--- src/hw/wwd_regs.svh ---
// Timing constants of the window watchdog
// Overview of operation
// Select low disables the watchdog entirely
// Processor kicks falling edge inside window
// Kicks ignored while reset or fault low
// Kicks ignored while watchdog disabled
// Processor holds kick level defined when disabled
// Timeout or misplaced kick asserts fault low
// Fault asserts only while reset output high
// Fault held exactly the hold time, released
// Reset output low releases the fault
// Default lower window bound is 800 ms
// Select changes held at least 1 us
// Open-drain output modelled as drive-low enable
`ifndef WWD_REGS_SVH
`define WWD_REGS_SVH
`define WWD_CLK_PERIOD_NS   5
`define WWD_TICK_NS         1000000
`define WWD_TICK_CYC        (`WWD_TICK_NS / `WWD_CLK_PERIOD_NS)
`define WWD_WIN_LO_MS       800
`define WWD_WIN_HI_MS       1600
`define WWD_HOLD_MS         200
`define WWD_CNT_W           16
`define WWD_TICK_W          18
`endif

--- src/hw/wwd_pkg.sv ---
// Types of the window watchdog
package wwd_pkg;
	typedef enum logic [1:0] {
		WWD_DIS,
		WWD_OPEN,
		WWD_FAULT
	} wwd_state_t;
endpackage

--- src/hw/wwd_core.sv ---
// Window watchdog core: kick window checking and fault output timing
`include "wwd_regs.svh"
module wwd_core
	import wwd_pkg::*;
#(
	parameter int TICK_CYC  = `WWD_TICK_CYC,
	// Default lower bound
	parameter int WIN_LO_MS = `WWD_WIN_LO_MS,
	parameter int WIN_HI_MS = `WWD_WIN_HI_MS,
	parameter int HOLD_MS   = `WWD_HOLD_MS,
	parameter int CW        = `WWD_CNT_W
) (
	input  wire logic clk,
	input  wire logic reset_n,
	input  wire logic watchdog_enable_select,
	input  wire logic kick_input,
	input  wire logic reset_out_n,
	output logic      watchdog_fault_out_o,
	output logic      watchdog_fault_out_oe,
	output logic      watchdog_active
);
	typedef struct packed {
		wwd_state_t    st;
		logic [CW-1:0] cnt;
		logic          kick_prev;
		logic          fault_oe;
	} wwd_core_st_t;

	wwd_core_st_t s_r;
	wwd_core_st_t s_nxt;
	logic         tick;
	logic         kick_fall;
	logic         enabled;
	// Restarts the divider on the same edge as the window
	logic         tick_clr;

	generate
		if (WIN_LO_MS < 1 || WIN_HI_MS <= WIN_LO_MS || HOLD_MS < 1 || WIN_HI_MS >= (2 ** CW)
		    || HOLD_MS >= (2 ** CW)) begin : g_chk
			$error("wwd_core: window or hold values not served by CW");
		end
	endgenerate

	wwd_tick #(
		.DIV (TICK_CYC),
		.W   (`WWD_TICK_W)
	) u_tick (
		.clk     (clk),
		.reset_n (reset_n),
		.clr     (tick_clr),
		.tick    (tick)
	);

	assign kick_fall = s_r.kick_prev & ~kick_input;
	assign enabled   = watchdog_enable_select & reset_out_n;

	always_comb begin
		s_nxt           = s_r;
		tick_clr        = 1'b0;
		s_nxt.kick_prev = kick_input;
		if (!watchdog_enable_select || !reset_out_n) begin
			// Disable, ignore kicks
			s_nxt.st       = WWD_DIS;
			s_nxt.fault_oe = 1'b0;
			s_nxt.cnt      = '0;
			tick_clr       = 1'b1;
		end else begin
			// Only with reset high
			unique case (s_r.st)
				WWD_DIS: begin
					s_nxt.st  = WWD_OPEN;
					s_nxt.cnt = '0;
					tick_clr  = 1'b1;
				end
				WWD_OPEN: begin
					if (kick_fall) begin
						s_nxt.cnt = '0;
						tick_clr  = 1'b1;
						// Early kick faults
						if (s_r.cnt < CW'(WIN_LO_MS)) begin
							s_nxt.st       = WWD_FAULT;
							s_nxt.fault_oe = 1'b1;
						end
					end else if (tick) begin
						// Missing kick faults
						if (s_r.cnt == CW'(WIN_HI_MS - 1)) begin
							s_nxt.st       = WWD_FAULT;
							s_nxt.fault_oe = 1'b1;
							s_nxt.cnt      = '0;
						end else begin
							s_nxt.cnt = s_r.cnt + CW'(1);
						end
					end
				end
				WWD_FAULT: begin
					// Kicks ignored here
					if (tick) begin
						// Hold then release
						if (s_r.cnt == CW'(HOLD_MS - 1)) begin
							s_nxt.st       = WWD_OPEN;
							s_nxt.fault_oe = 1'b0;
							s_nxt.cnt      = '0;
						end else begin
							s_nxt.cnt = s_r.cnt + CW'(1);
						end
					end
				end
			endcase
		end
	end

	always_ff @(posedge clk) begin
		if (!reset_n) begin
			s_r           <= '0;
			s_r.st        <= WWD_DIS;
			s_r.kick_prev <= 1'b1;
		end else begin
			s_r <= s_nxt;
		end
	end

	// Drive-low only
	assign watchdog_fault_out_o  = 1'b0;
	assign watchdog_fault_out_oe = s_r.fault_oe;
	assign watchdog_active       = (s_r.st != WWD_DIS);
endmodule

--- src/hw/wwd_tick.sv ---
// Millisecond time base: one-cycle enable pulse from a divider
`include "wwd_regs.svh"
module wwd_tick #(
	parameter int DIV = `WWD_TICK_CYC,
	parameter int W   = `WWD_TICK_W
) (
	input  wire logic clk,
	input  wire logic reset_n,
	input  wire logic clr,
	output logic      tick
);
	typedef struct packed {
		logic [W-1:0] cnt;
		logic         tick;
	} wwd_tick_st_t;

	wwd_tick_st_t s_r;
	wwd_tick_st_t s_nxt;

	generate
		if (DIV < 2 || DIV > (2 ** W)) begin : g_chk
			$error("wwd_tick: DIV out of range for W");
		end
	endgenerate

	always_comb begin
		s_nxt      = s_r;
		s_nxt.tick = 1'b0;
		if (clr) begin
			s_nxt.cnt = '0;
		end else if (s_r.cnt == W'(DIV - 1)) begin
			s_nxt.cnt  = '0;
			s_nxt.tick = 1'b1;
		end else begin
			s_nxt.cnt = s_r.cnt + W'(1);
		end
	end

	always_ff @(posedge clk) begin
		if (!reset_n) begin
			s_r <= '0;
		end else begin
			s_r <= s_nxt;
		end
	end

	assign tick = s_r.tick;
endmodule

--- config.mk ---
export PLATFORM = sky130hd
export DESIGN_NAME = wwd_core
export DESIGN_NICKNAME = d
export VERILOG_FILES = /design/src/hw/wwd_pkg.sv /design/src/hw/wwd_core.sv /design/src/hw/wwd_tick.sv
export VERILOG_INCLUDE_DIRS = /design/src /design/src/hw
export SDC_FILE = /design/constraint.sdc
export NUM_CORES = 1
export LEC_CHECK = 0
export ABC_AREA = 1
export BUFFER_PORTS_ARGS = -buffer_cell sky130_fd_sc_hd__buf_4
export CORE_ASPECT_RATIO = 1.2
export CORE_MARGIN = 4
export CORE_UTILIZATION = 35
export CTS_CLUSTER_SIZE = 16
export DETAILED_ROUTE_END_ITERATION = 7
export GPL_TIMING_DRIVEN = 0
export PLACE_DENSITY_LB_ADDON = 0.05
export REMOVE_ABC_BUFFERS = 1
export SLEW_MARGIN = 20
export SYNTH_ARGS = -nofsm -noshare
export SYNTH_HDL_FRONTEND = slang
export SYNTH_SLANG_ARGS = --single-unit
--- constraint.sdc ---
create_clock -name clk -period 1.5 [get_ports clk]
set_input_delay 0 -clock clk [delete_from_list [all_inputs] [get_ports clk]]
set_output_delay 0 -clock clk [all_outputs]
set_load 0.01 [all_outputs]
**Word level (Yosys, flattened, before mapping)**

Cells that the tools add are included.

- Reductions and logical operators: 12
- Bitwise gates (word level): 3
- Muxes and demuxes: 20
- Eq/ne operators: 10
- $lt $le $gt $ge: 1
- Add/sub/neg operators: 2

Operators by type and width:

| kind | number |
|---|---|
| $mux 18 | 3 |
| $pmux 18 s3 | 1 |
| $mux 16 | 2 |
| $add 18x1->18 const B | 1 |
| $eq 18x18->1 const B | 1 |
| $add 16x1->16 const B | 1 |
| $eq 16x11->1 const B | 1 |
| $eq 16x8->1 const B | 1 |
| $lt 16x10->1 const B | 1 |
| $mux 1 | 9 |
| $mux 2 | 3 |
| $ne 3x3->1 const B | 2 |
| $reduce_and 6->1 | 1 |
| $reduce_and 5->1 | 1 |
| $pmux 1 s2 | 2 |
| $reduce_bool 2->1 | 2 |
| $reduce_or 2->1 | 2 |
| $ne 3x2->1 const B | 1 |
| $reduce_or 3->1 | 1 |
| $eq 2x1->1 const B | 1 |
| $eq 2x2->1 const B | 1 |
| $logic_not 1->1 | 2 |
| $logic_not 2->1 | 1 |
| $ne 2x1->1 const B | 1 |
| other kinds (5) | 6 |

- Register bits: 39

**Longest topological paths before layout**

- Depth after elaboration: 6
- Depth in mapped cells: 12
- Depth with buffers taken out: 12

**By module**

Synthesis repeated with hierarchy kept, for this count alone.

- Cells, all modules: 358
- Area total of the unflattened synthesis: 2328.5 µm²

By module, submodules not included:

| module | instances | sequential area each (µm²) | cells each | area an instance (µm²) |
|---|---|---|---|---|
| wwd_core | 1 | 400.4 | 218 | 1373.8 |
| wwd_tick | 1 | 380.4 | 140 | 954.7 |

**Worst setup path after synthesis**

OpenSTA, ideal clock, no wires.

- Path kind: register to register
- Start point: register s_r[2] in the netlist's numbering
- End point: register s_r[7] in the netlist's numbering
- Data arrival time: 1365 ps
- Setup time: 119 ps
- Setup slack: 16 ps
- Cell stages (with the launch flop): 13
- Buffers on the path: 0
- Data required time: 1381 ps
- Cells stage by stage: dfxtp_1 ha_1 nand2_1 nor2_1 nand2_1 clkinv_2 nand2_2 nand2_4 nand2_4 nand2_4 nand2_4 nand2_8 nor2_2

- Word-level cells in the longest chain between the ends: 5
- Elaborated cells on any way between the ends: 9

RTL lines:

| item | RTL line | source |
|---|---|---|
| start: declaration | wwd_core.sv:29 | `wwd_core_st_t s_r;` |
| start signal: assignment | wwd_core.sv:118 | `s_r <= s_nxt;` |
| $add 16x1->16 or $eq 16x11->1 (tied branches) | wwd_core.sv:91, wwd_core.sv:104, wwd_core.sv:86 |  |
| $mux 16 | wwd_core.sv:86 | `if (s_r.cnt == CW'(WIN_HI_MS - 1)) begin` |
| $mux 18 | wwd_core.sv:84 | `end else if (tick) begin` |
| $mux 18 | wwd_core.sv:76 | `if (kick_fall) begin` |
| $pmux 18 s3 (*) | wwd_core.sv:69 | `unique case (s_r.st)` |

Mark *: on every way between the ends. The rest lies on a longest branch, timed or not. The select of a mux whose other input is x is not followed.
A chain may end at the register's enable or synchronous reset.

**Worst setup path after layout**

- Start point: register u_tick.s_r[1] in the netlist's numbering
- End point: register u_tick.s_r[16] in the netlist's numbering

- Word-level cells in the longest chain between the ends: 2
- Elaborated cells on any way between the ends: 3

RTL lines:

| item | RTL line | source |
|---|---|---|
| start: declaration | wwd_tick.sv:17 | `wwd_tick_st_t s_r;` |
| start signal: assignment | wwd_tick.sv:43 | `s_r <= s_nxt;` |
| branches (longest 2 deep; another with $add 18x1->18) | -- |  |

Several ways; the timed one is not identified.

==> flow_summary.toml <==
[grt]
grt_pass1_vias = 2016
gr-usage-all-layers_pct = 15.7
grt_max_degree = 19
grt_overflow = 0
grt_pass1_wl_um = 9350
grt_antenna_before_repair = 0

[pwr]
peakVddDrop_uv = 399
pwr-share-comb_pct = 7.7
p_switching_w = 0.000505
powerDensity_mw_per_mm2 = 722
p_int_w = 0.00177
p_leak_nw = 1.21
p_seq_share_pct = 45.5
clkPwrFrac_pct = 46.8
swShare_pct = 22.2

[floorplanning]
core_area_mm2 = 0.00617
die-area_mm2 = 0.00784
start_util_pct = 36.8
ioPinCount = 8
num_rows = 31
die_w_um = 81.5
die_h_um = 96.2

[sta]
fin_ws_ns = -0.0102
period_share_pct = 101
finalHoldViolCount = 0
min_period_ns = 1.51
skew_ns = 0.00811
whs_ns = 0.161
worst_pin_slew_ns = 0.573
rsz0062_at_grt = "true"
maxSlewHeadroom_pct = 61.8
max_freq_mhz = 662
slew_viol_final = 0
final.setup.tns_ns = -0.0147
setup_viol = 3

[route]
drt-initial-drc-count = 93
wirelength_um = 5880
wl_per_cell_um = 12.8
routed_via_density = 4.76
drt_pass1_iterations = 4
drc = 0
postRouteAntennaNets = 0
vias = 2188

[layout]
drive_gt1_share_pct = 37.8
antenna_cells = 0
area_growth_syn_to_layout_pct = 38.8
fin_nets = 388
fillers = 611

[critical_path]
path_max_fanout = 5
cp-end-kind = "register"
cp_common_cell = "nand2_2"
required_ns = 1.70
r2r-end = "u_tick.s_r[16]$_SDFF_PP0_"
critPathKind = "reg -> reg"
r2r_setup_slack_ns = -0.01
reg2reg_depth = 9
path_cells = "ha_4 > nand2_2 > inv_2 > nand2_4 > nor2_4 > nand4_1 > nand2_2 > clkbuf_16 > nor2_1"
slowest_delay_ns = 0.38
slowest_stage = "dfxtp_4"
cp-start-kind = "register"
cp.arrival_ns = 1.71
r2r-start = "u_tick.s_r[1]$_SDFF_PP0_"

[run]
maxCapViolCount = 0

[yosys]
syn_area_per_cell_um2 = 6.78
yosys_warnings = 0
synth_cell_types = 34
synthCells = 335
synth_edf_count = 0
synth_largest_area_cell = "dfxtp_1"
synth-main-ff-cell = "dfxtp_1"
synth_seq_cells = 39
yosysTopAreaCellShare_pct = 34.4
syn-cell-area_mm2 = 0.00227
synth_area_leaders = "dfxtp_1, nand2_1, nor2_1"
synth-async-reset-ratio_pct = 0
synth-seq-area-share_pct = 34.4

[outcome]
violations = "negative setup slack"
outcome = "finished with violations"

[min_path]
hp-class = "in -> reg"
min_to = "s_r[16]$_SDFFE_PP0P_"
hold_depth = 3
hold_start = "reset_out_n"

[clock_tree]
clock_sinks = 39
h-tree-depth = 2
cts_inserted_buffers = 5
cts_root_buffer = "clkbuf_8"
clkLatencyLatePin_ns = 0.30
clk_pin_slew_ns = 0.08
cts_tree = "done"
cts_buffer_depth = 2

[place]
dp_hpwl_um = 3690
gp_congestion = 0.826
port_buffers = 6
worst max-delay path, delay by kind of cell (launching register included):
kind	cells	cell delay, ns
adders and majority gates	1	0.13
DFF	1	0.38
and+or+nand+nor	6	0.63
buffers and inverters	2	0.26
power by group through the flow:
stage          clock (W)  combinational, W  sequential, W
2_1_floorplan          0         0.0000732        0.00107
6_report         0.00106          0.000175        0.00103
3_3_place_gp           0          0.000107        0.00107
5_1_grt          0.00114          0.000191        0.00104
4_1_cts          0.00110          0.000151        0.00104
3_5_place_dp           0          0.000106        0.00107
final cells by class:
cell class / count / area, um^2 / area share [%]
Clock inverter: 3 / 67.6 / 2.14
Timing Repair Buffer: 36 / 329 / 10.4
Clock buffer: 5 / 68.8 / 2.18
Sequential cell: 39 / 818 / 26.0
Tap cell: 82 / 103 / 3.26
Multi-Input combinational cell: 249 / 1580 / 50.1
Inverter: 46 / 185 / 5.88
cells in the mapped netlist (all sizes together) (3+ instances only):
cell type,instances
inv,44
buf,3
dfxtp,39
or2,3
xor2,9
nor3,11
nand3,24
o21ai,4
ha,6
a21oi,17
nand2,86
nor2,68
nand4,9
worst max-delay path by stage:
stage / startpoint / to / cells past startpoint
CTS: u_tick.s_r[2]$_SDFF_PP0_ / u_tick.s_r[14]$_SDFF_PP0_ / 9
detailed placement: s_r[2]$_SDFFE_PP0P_ / s_r[7]$_SDFFE_PP0P_ / 12
finish: u_tick.s_r[1]$_SDFF_PP0_ / u_tick.s_r[16]$_SDFF_PP0_ / 9
global placement: s_r[2]$_SDFFE_PP0P_ / s_r[7]$_SDFFE_PP0P_ / 12
floorplan: s_r[18]$_SDFFE_PP0P_ / s_r[4]$_SDFFE_PP0P_ / 8
global route: u_tick.s_r[1]$_SDFF_PP0_ / u_tick.s_r[12]$_SDFF_PP0_ / 8
repair_timing:
item | CTS | global route
pin swaps | 6 | 9
resized for setup | 30 | 64
endpoints found under the hold margin | 1 | 0
setup buffers | 14 | 12
endpoints found under the setup margin | 37 | 37
hold buffers | 2 | 0
gates cloned | 2 | 2
cells in the final DEF (no fill, tap or decap), drive strengths merged:
cell type / n
nand3: 24
dfxtp: 39
nand4: 9
bufinv: 2
a21oi: 17
ha: 6
clkinvlp: 1
nor3: 11
or2: 3
nand3b: 2
a31oi: 1
nor2: 68
nand2: 88
buf: 33
xor2: 9
nor4: 2
clkbuf: 6
inv: 45
and3: 1
o21bai: 1
dlygate4sd3: 2
xnor2: 2
conb: 1
clkinv: 1
o21ai: 4
metal layers:
layer,track usage (%),part of all wire [%],vias to the layer above
li1,-,-,1135
met1,17.6,40,1017
met2,27.9,55,25
met5,0,0,-
met3,3.09,2.3,11
met4,7.75,2.3,0
state kept, by name, summed over array words and instances (netlist names):
signal and count:
s_r 19, u_tick.tick 1, u_tick.s_r 18, watchdog_fault_out_oe 1
metrics by stage:
| stage | cell area, um^2 | power (W) | setup WS [ns] | utilization [%] | cells |
|---|---|---|---|---|---|
| after floorplan | 2250 | 0.00114 | -0.0122 | - | 332 |
| after global placement | 2390 | 0.00117 | -0.328 | 38.8 | 420 |
| after detailed placement | 2390 | 0.00117 | -0.338 | 38.8 | 420 |
| after CTS | 2810 | 0.00229 | 0.00150 | 45.5 | 446 |
| after global routing | 3150 | 0.00236 | -0.115 | 51.1 | 460 |
| final | 3150 | 0.00227 | -0.0102 | 51.1 | 460 |
logic make-up (layout without fill, tap and decap cells):
logic type      Yosys count  count (layout)  share of synthesized area (%)
simple gates            206             208                           43.9
buf+inv                  49              90                           8.71
flops                    39              39                           34.4
compound gates           23              23                           5.24
xor+xnor                 11              11                           4.25
fa+ha+maj                 6               6                           3.31
other cells               1               1                          0.165
(Power assumes the default switching activity.)
